$ cat src/verilog/pcg_pkg.sv
// constants and types for the peripheral clock gate bank
`default_nettype none

package pcg_pkg;

	////////////////////////////////////////////////////////////////////////
	// register map (byte addresses, low 16 bits of haddr)
	localparam int unsigned NUM_REGS = 6;  // gate registers in the bank
	localparam logic [5:0][15:0] GATE_OFFSET = {
		16'hf290,  // misc_peripheral_gate
		16'hf280,  // serial_link_gate
		16'hf270,  // timer_gate
		16'hf260,  // capture_compare_gate
		16'hf250,  // comparator_gate
		16'hf240   // analog_unit_gate
	};
	localparam logic [15:0] CFG_OFFSET = 16'hf000;  // config_control_reg
	localparam int unsigned LOCK_BIT   = 12;        // gate_write_lock

	////////////////////////////////////////////////////////////////////////
	// implemented gate bits per register, index 0 = analog_unit_gate
	localparam logic [5:0][31:0] GATE_IMPL = {
		32'h0001_0003,  // parallel port, ref clock out, rtc
		32'h0103_0303,  // usb, i2c b/a, spi b/a, uart b/a
		32'h0000_001f,  // timer5..timer1
		32'h001f_001f,  // compare5..1, capture5..1
		32'h0000_0007,  // comparator3..1
		32'h0000_1101   // cmp vref, charge time, adc
	};
	localparam logic [31:0] GATE_RESET = 32'h0000_0000;  // all ungated
	localparam logic [31:0] CFG_RESET  = 32'h0000_0000;  // lock open

	////////////////////////////////////////////////////////////////////////
	// bus decode
	localparam logic [2:0] IDX_CFG  = 3'h6;  // decode: config register
	localparam logic [2:0] IDX_NONE = 3'h7;  // decode: unmapped
	localparam logic [2:0] SIZE_WORD = 3'h2; // only word transfers taken

	// alias operation, selected by haddr[3:2]
	typedef enum logic [1:0] {
		OP_WRITE,
		OP_CLR,
		OP_SET,
		OP_INV
	} pcg_op_e;

	// captured address phase
	typedef struct packed {
		logic      valid;  // transfer in data phase
		logic      write;  // write when set
		logic [2:0] idx;   // decoded register
		pcg_op_e   op;     // alias operation
	} pcg_xfer_s;

	typedef logic [5:0][31:0] pcg_bank_t;  // one bit per peripheral

endpackage

`default_nettype wire

$ cat src/verilog/pcg_bank.sv
// peripheral clock gate bank with ahb-lite register slave
`default_nettype none

module pcg_bank #(
	// implemented bits, narrowed on smaller variants
	parameter pcg_pkg::pcg_bank_t IMPL_MASK = pcg_pkg::GATE_IMPL
) (
	input  wire logic          hclk,         // bus clock
	input  wire logic          hresetn,      // async reset, low
	input  wire logic          hsel,         // slave select
	input  wire logic [31:0]   haddr,        // byte address
	input  wire logic [1:0]    htrans,       // transfer type
	input  wire logic          hwrite,       // write when high
	input  wire logic [2:0]    hsize,        // transfer size
	input  wire logic [31:0]   hwdata,       // write data
	input  wire logic          hready,       // bus ready in
	output logic [31:0]        hrdata,       // read data
	output logic               hreadyout,    // slave ready
	output logic               hresp,        // always okay
	input  wire logic          key_unlocked, // unlock sequence done
	input  wire logic          gate_lock_one_shot, // boot word 3 bit 28
	output pcg_pkg::pcg_bank_t gate_state,   // gate bits, 1 = off
	output pcg_pkg::pcg_bank_t periph_reg_en, // peripheral regs live
	output pcg_pkg::pcg_bank_t periph_clk    // gated clocks
);

	////////////////////////////////////////////////////////////////////////
	// declarations
	pcg_pkg::pcg_bank_t  gate;       // gate registers
	pcg_pkg::pcg_xfer_s  xfer;       // captured address phase
	pcg_pkg::pcg_xfer_s  next_xfer;  // address phase being offered
	logic                gate_write_lock; // lock bit
	logic                lock_held;  // lock pinned until reset
	logic                rd_pend;    // read wait state
	logic                addr_take;  // address phase accepted
	logic                wr_fire;    // write data phase now
	logic                gate_wr;    // write hits a gate register
	logic                cfg_wr;     // write hits config register

	////////////////////////////////////////////////////////////////////////
	// decode a byte address to a register index
	function automatic logic [2:0] reg_index(input logic [31:0] a);
		logic [2:0] idx;
		idx = pcg_pkg::IDX_NONE;
		for (int i = 0; i < pcg_pkg::NUM_REGS; i++)
		begin
			if ({a[15:4], 4'h0} == pcg_pkg::GATE_OFFSET[i])
			begin
				idx = 3'(i);
			end
		end
		// config register has no aliases
		if (a[15:0] == pcg_pkg::CFG_OFFSET)
		begin
			idx = pcg_pkg::IDX_CFG;
		end
		return idx;
	endfunction

	// read value of a register, base or alias address alike
	function automatic logic [31:0] read_value(input logic [2:0] idx);
		logic [31:0] v;
		v = 32'h0000_0000;
		if (idx == pcg_pkg::IDX_CFG)
		begin
			v[pcg_pkg::LOCK_BIT] = gate_write_lock;
		end
		else if (idx < pcg_pkg::IDX_CFG)
		begin
			v = gate[idx];
		end
		return v;
	endfunction

	////////////////////////////////////////////////////////////////////////
	// address phase
	// only word transfers are taken; others pass with no effect
	assign addr_take = hsel & hready & htrans[1]
	                 & (hsize == pcg_pkg::SIZE_WORD);

	always_comb
	begin
		next_xfer.valid = addr_take;
		next_xfer.write = hwrite;
		next_xfer.idx   = reg_index(haddr);
		next_xfer.op    = pcg_pkg::pcg_op_e'(haddr[3:2]);
	end

	// hold the address phase for the data phase
	always_ff @(posedge hclk or negedge hresetn)
	begin
		if (!hresetn)
		begin
			xfer <= '0;
		end
		else if (hready)
		begin
			xfer <= next_xfer;
		end
	end

	////////////////////////////////////////////////////////////////////////
	// data phase handshake
	// reads add one wait state so hrdata comes from a flop and
	// never races a write retiring at the same edge
	always_ff @(posedge hclk or negedge hresetn)
	begin
		if (!hresetn)
		begin
			rd_pend <= 1'b0;
		end
		else
		begin
			rd_pend <= addr_take & ~hwrite;
		end
	end

	assign hreadyout = ~rd_pend;
	assign hresp     = 1'b0;

	// read data captured at the end of the wait state
	always_ff @(posedge hclk or negedge hresetn)
	begin
		if (!hresetn)
		begin
			hrdata <= 32'h0000_0000;
		end
		else if (rd_pend)
		begin
			// unmapped addresses read as zero
			hrdata <= read_value(xfer.idx);
		end
	end

	assign wr_fire = xfer.valid & xfer.write & hready;
	assign gate_wr = wr_fire & (xfer.idx < pcg_pkg::IDX_CFG);
	assign cfg_wr  = wr_fire & (xfer.idx == pcg_pkg::IDX_CFG);

	////////////////////////////////////////////////////////////////////////
	// gate registers
	// a locked write is acknowledged like any other, it just
	// leaves the bank untouched
	always_ff @(posedge hclk or negedge hresetn)
	begin
		if (!hresetn)
		begin
			for (int r = 0; r < pcg_pkg::NUM_REGS; r++)
			begin
				gate[r] <= pcg_pkg::GATE_RESET;
			end
		end
		else if (gate_wr && !gate_write_lock)
		begin
			// masking keeps absent bits at zero
			case (xfer.op)
				pcg_pkg::OP_WRITE:
					gate[xfer.idx] <= hwdata & IMPL_MASK[xfer.idx];
				pcg_pkg::OP_CLR:
					gate[xfer.idx] <= gate[xfer.idx] & ~hwdata;
				pcg_pkg::OP_SET:
					gate[xfer.idx] <= gate[xfer.idx]
					                | (hwdata & IMPL_MASK[xfer.idx]);
				pcg_pkg::OP_INV:
					gate[xfer.idx] <= gate[xfer.idx]
					                ^ (hwdata & IMPL_MASK[xfer.idx]);
				default:
					gate[xfer.idx] <= gate[xfer.idx];
			endcase
		end
	end

	// bit positions per peripheral live in the implemented mask
	assign gate_state = gate;

	////////////////////////////////////////////////////////////////////////
	// write lock
	// the lock only moves after the unlock sequence; once pinned
	// by the one-shot option a clearing write is ignored
	always_ff @(posedge hclk or negedge hresetn)
	begin
		if (!hresetn)
		begin
			gate_write_lock <= pcg_pkg::CFG_RESET[pcg_pkg::LOCK_BIT];
		end
		else if (cfg_wr && key_unlocked)
		begin
			if (hwdata[pcg_pkg::LOCK_BIT])
			begin
				gate_write_lock <= 1'b1;
			end
			// the one-shot input is looked at directly as well, so a
			// clear in the cycle right after the set cannot slip past
			else if (!lock_held && !gate_lock_one_shot)
			begin
				gate_write_lock <= 1'b0;
			end
		end
	end

	// pinned state survives everything but reset
	always_ff @(posedge hclk or negedge hresetn)
	begin
		if (!hresetn)
		begin
			lock_held <= 1'b0;
		end
		else if (gate_write_lock && gate_lock_one_shot)
		begin
			lock_held <= 1'b1;
		end
	end

	////////////////////////////////////////////////////////////////////////
	// peripheral register access enables
	// a gated peripheral must drop bus writes and its read data is
	// not to be trusted; one cycle behind the gate bit
	always_ff @(posedge hclk or negedge hresetn)
	begin
		if (!hresetn)
		begin
			periph_reg_en <= '0;
		end
		else
		begin
			periph_reg_en <= ~gate & IMPL_MASK;
		end
	end

	////////////////////////////////////////////////////////////////////////
	// glitch-free clock gates
	// enable changes on the falling edge while hclk is low, so the
	// and gate never cuts a high phase short; the peripheral is
	// expected to be switched off before its clock stops
	for (genvar r = 0; r < 6; r++)
	begin : g_reg
		for (genvar b = 0; b < 32; b++)
		begin : g_bit
			if (IMPL_MASK[r][b])
			begin : g_on
				logic run;  // clock enable, stable through the high phase
				always_ff @(negedge hclk or negedge hresetn)
				begin
					if (!hresetn)
					begin
						// limitation: reset reopens the clock at once,
						// acceptable since the peripheral is in reset too
						run <= 1'b1;
					end
					else
					begin
						run <= ~gate[r][b];
					end
				end
				assign periph_clk[r][b] = hclk & run;
			end
			else
			begin : g_off
				// absent peripheral: no clock at all
				assign periph_clk[r][b] = 1'b0;
			end
		end
	end
endmodule

`default_nettype wire

$ cat config.mk
export PLATFORM = sky130hd
export DESIGN_NAME = pcg_bank
export DESIGN_NICKNAME = d
export VERILOG_FILES = /design/src/verilog/pcg_pkg.sv /design/src/verilog/pcg_bank.sv
export SDC_FILE = /design/constraint.sdc
export NUM_CORES = 1
export LEC_CHECK = 0
export BUFFER_PORTS_ARGS = -buffer_cell sky130_fd_sc_hd__buf_2
export CAP_MARGIN = 20
export CELL_PAD_IN_SITES_DETAIL_PLACEMENT = 1
export CELL_PAD_IN_SITES_GLOBAL_PLACEMENT = 2
export CORE_AREA = 2 2 270 272
export DETAILED_ROUTE_END_ITERATION = 12
export DIE_AREA = 0 0 272 274
export PLACE_DENSITY = 0.8
export REMOVE_ABC_BUFFERS = 1
export SLEW_MARGIN = 20
export SYNTH_ARGS = -nofsm -noshare
export SYNTH_HDL_FRONTEND = slang
export SYNTH_SLANG_ARGS = --single-unit
$ cat constraint.sdc
create_clock -name hclk -period 9 [get_ports hclk]
set_clock_uncertainty 0.05 [all_clocks]
set_input_delay 1.8 -clock hclk [delete_from_list [all_inputs] [get_ports hclk]]
set_output_delay 1.8 -clock hclk [all_outputs]
set_load 0.01 [all_outputs]
==> results.yml <==
layout:
  multi_input_area_sq_um: 8110
  drive_above_1_share_pct: 31.2
  area_growth_pct: 19.0
  regArea_sq_um: 7460
  finalCoreUtilization_pct: 28.7
  finalNetCount: 2176
  num_antenna_cells: 0
  fill_cells: 8430
  stdcell_area_sq_um: 20700
synth:
  synthFlopType: "dfrtp_1"
  synth_top_area_share_pct: 38.2
  synth_area_leaders: "dfrtp_1, buf_4, mux2_2"
  synth_area_leader_cell: "dfrtp_1"
  synthCells: 1721
  ys_warn_count: 0
  async_flop_share_pct: 100
  yosysMostFrequentCell: "buf_4"
  avgSynthCellArea_sq_um: 10.1
  yosysUniqueCellTypes: 61
  ys_seq_area_share_pct: 42.9
  synth_edf_count: 0
  syn-cell-area_sq_um: 17400
  synth_commonest_cells: "buf_4, dfrtp_1, mux2_2, a21oi_1, nor2_1"
  ys_ff_latch: 296
floorplanning:
  fp-row-count: 99
  die_w_um: 272
  die_area_sq_um: 74500
  ios: 686
  initial_core_util_pct: 24.1
  fp.dieH_um: 274
  core_area_sq_um: 72000
power:
  p_sw_share_pct: 29.2
  clock_power_share_pct: 58.0
  power_frac_seq_pct: 35.3
  p_comb_share_pct: 6.8
  internal_power_mw: 2.79
  irDropWorstVdd_mv: 0.107
  power_density_nw_per_um2: 191
  p_switching_mw: 1.15
  p_leak_nw: 11.0
cts:
  cts_resized: 0
  clkLatencyLatePin_ns: 0.66
  cts_tree: "built"
  cts_hold_buf: 0
  postCtsSetupBuffers: 0
  path_clk_slew_ns: 0.06
timing:
  finalSetupViolations: 0
  worst_pin_slew_ns: 1.16
  hold_slack_ns: 0.414
  maxSlewViolCount: 0
  slew_headroom_pct: 22.2
  hold_viol: 0
  rsz0062_at_grt: "no"
  final.setup.tns_ns: 0
routing:
  dr.pass1.iters: 6
  wl_per_cell_um: 23.6
  num_vias: 14298
  viasPerCell: 4.65
  totalWireLength_um: 72700
  ant_nets: 0
  drtIter0Drc: 954
  drc: 0
worst_setup_path:
  endpoint_kind: "output port"
  worstPathRequired_ns: 7.15
  arrival_ns: 6.04
  rrSetupSlack_ns: 3.78
  cp-endpoint: "periph_clk[145]"
  regToRegEndpoint: "g_reg[5].g_bit[16].g_on.run"
  reg2reg_depth: 1
  crit_path_start: "g_reg[4].g_bit[17].g_on.run"
  path_max_fanout: 1
  crit_type: "flop to output port"
  worstSetupStartpointType: "flop"
global_routing:
  grt_pass1_wl_um: 103000
  grtUsageTotal_pct: 18.7
  grt_overflow: 0
  grt_pass1_vias: 15400
  grt_max_degree: 70
  antenna_found_initial: 2
placement:
  dpl_cell_area_sq_um: 18900
  dp_hpwl_um: 50300
  io_buffers: 345
  place.gp.congestion: 0.818
outcome:
  status: "completed"
min_path:
  hold_depth: 1
  hold_path_class: "flop to flop"
run:
  maxCapViolations: 0
## worst max-delay path: stages (launching register included)
cell	delay, ns
dfstp_2	0.50
and2_1	0.16
buf_2	0.16
## cell usage in the layout (no fill, tap or decap), drive strengths merged, types with 5 or more instances in the layout
cell type / n
nand3: 19
o21bai: 6
a221oi: 8
nor2: 119
nor3: 6
a222oi: 8
mux2: 153
ha: 15
clkinv: 6
o221ai: 6
mux4: 5
and2: 31
conb: 323
clkbuf: 68
dfstp: 31
a31oi: 11
a22o: 16
or2: 9
nand2b: 24
dfrtp: 265
mux2i: 70
o22ai: 23
buf: 372
a21o: 15
bufinv: 5
inv: 91
nand2: 84
a2bb2oi: 9
a221o: 35
o21ai: 78
a211oi: 7
o211ai: 45
a21oi: 115
## final cells by class
type | instances | area share [%]
clock buffers | 99 | 7.68
clock inverters | 46 | 1.48
inverters | 58 | 1.05
multi-input cells | 1277 | 39.2
flip-flops and latches | 296 | 36.1
well taps | 959 | 5.81
repair buffers | 341 | 8.69
## through the flow
step                      power (mW)  setup WS [ns]  std cells
after detailed placement        1.92           1.93       2963
after global placement          1.91           1.94       2963
after CTS                       4.04           1.05       3076
after global routing            4.15           1.05       3076
after floorplan                 1.70           2.01       1632
final                           3.94           1.11       3076
## cells by family after synthesis
group           after synthesis  share of synthesized area [%]
xor+xnor                      1                         0.0505
compound gates              394                           15.0
other cells                   1                         0.0216
simple gates                316                           8.63
buf+inv                     470                           17.6
mux                         228                           14.7
fa+ha+maj                    15                           1.08
flops                       296                           42.9
## power groups by stage
stage	sequential, mW	combinational [mW]	clock (mW)
floorplan	1.43	0.115	0.158
global placement	1.41	0.260	0.243
detailed placement	1.41	0.266	0.243
CTS	1.39	0.267	2.39
global route	1.40	0.296	2.46
finish	1.39	0.267	2.29
## metal layers
layer	vias to the layer above	global-route usage (%)	routed length (um)
met4	4	8.39	2650
met1	7343	21.5	28300
li1	6174	-	-
met2	630	32.4	36300
met3	147	5.26	5410
met5	-	0	25
## worst min path at each step
stage                          from                 to  slack, ns
after global routing           flop  periph_reg_en[64]       0.43
after CTS                      flop  periph_reg_en[64]       0.42
after detailed placement       flop  periph_reg_en[64]       0.41
after global placement    lock_held          lock_held       0.39
final                          flop  periph_reg_en[64]       0.41
after floorplan           lock_held          lock_held       0.38
No activity file was read; power rests on OpenSTA's default activity.
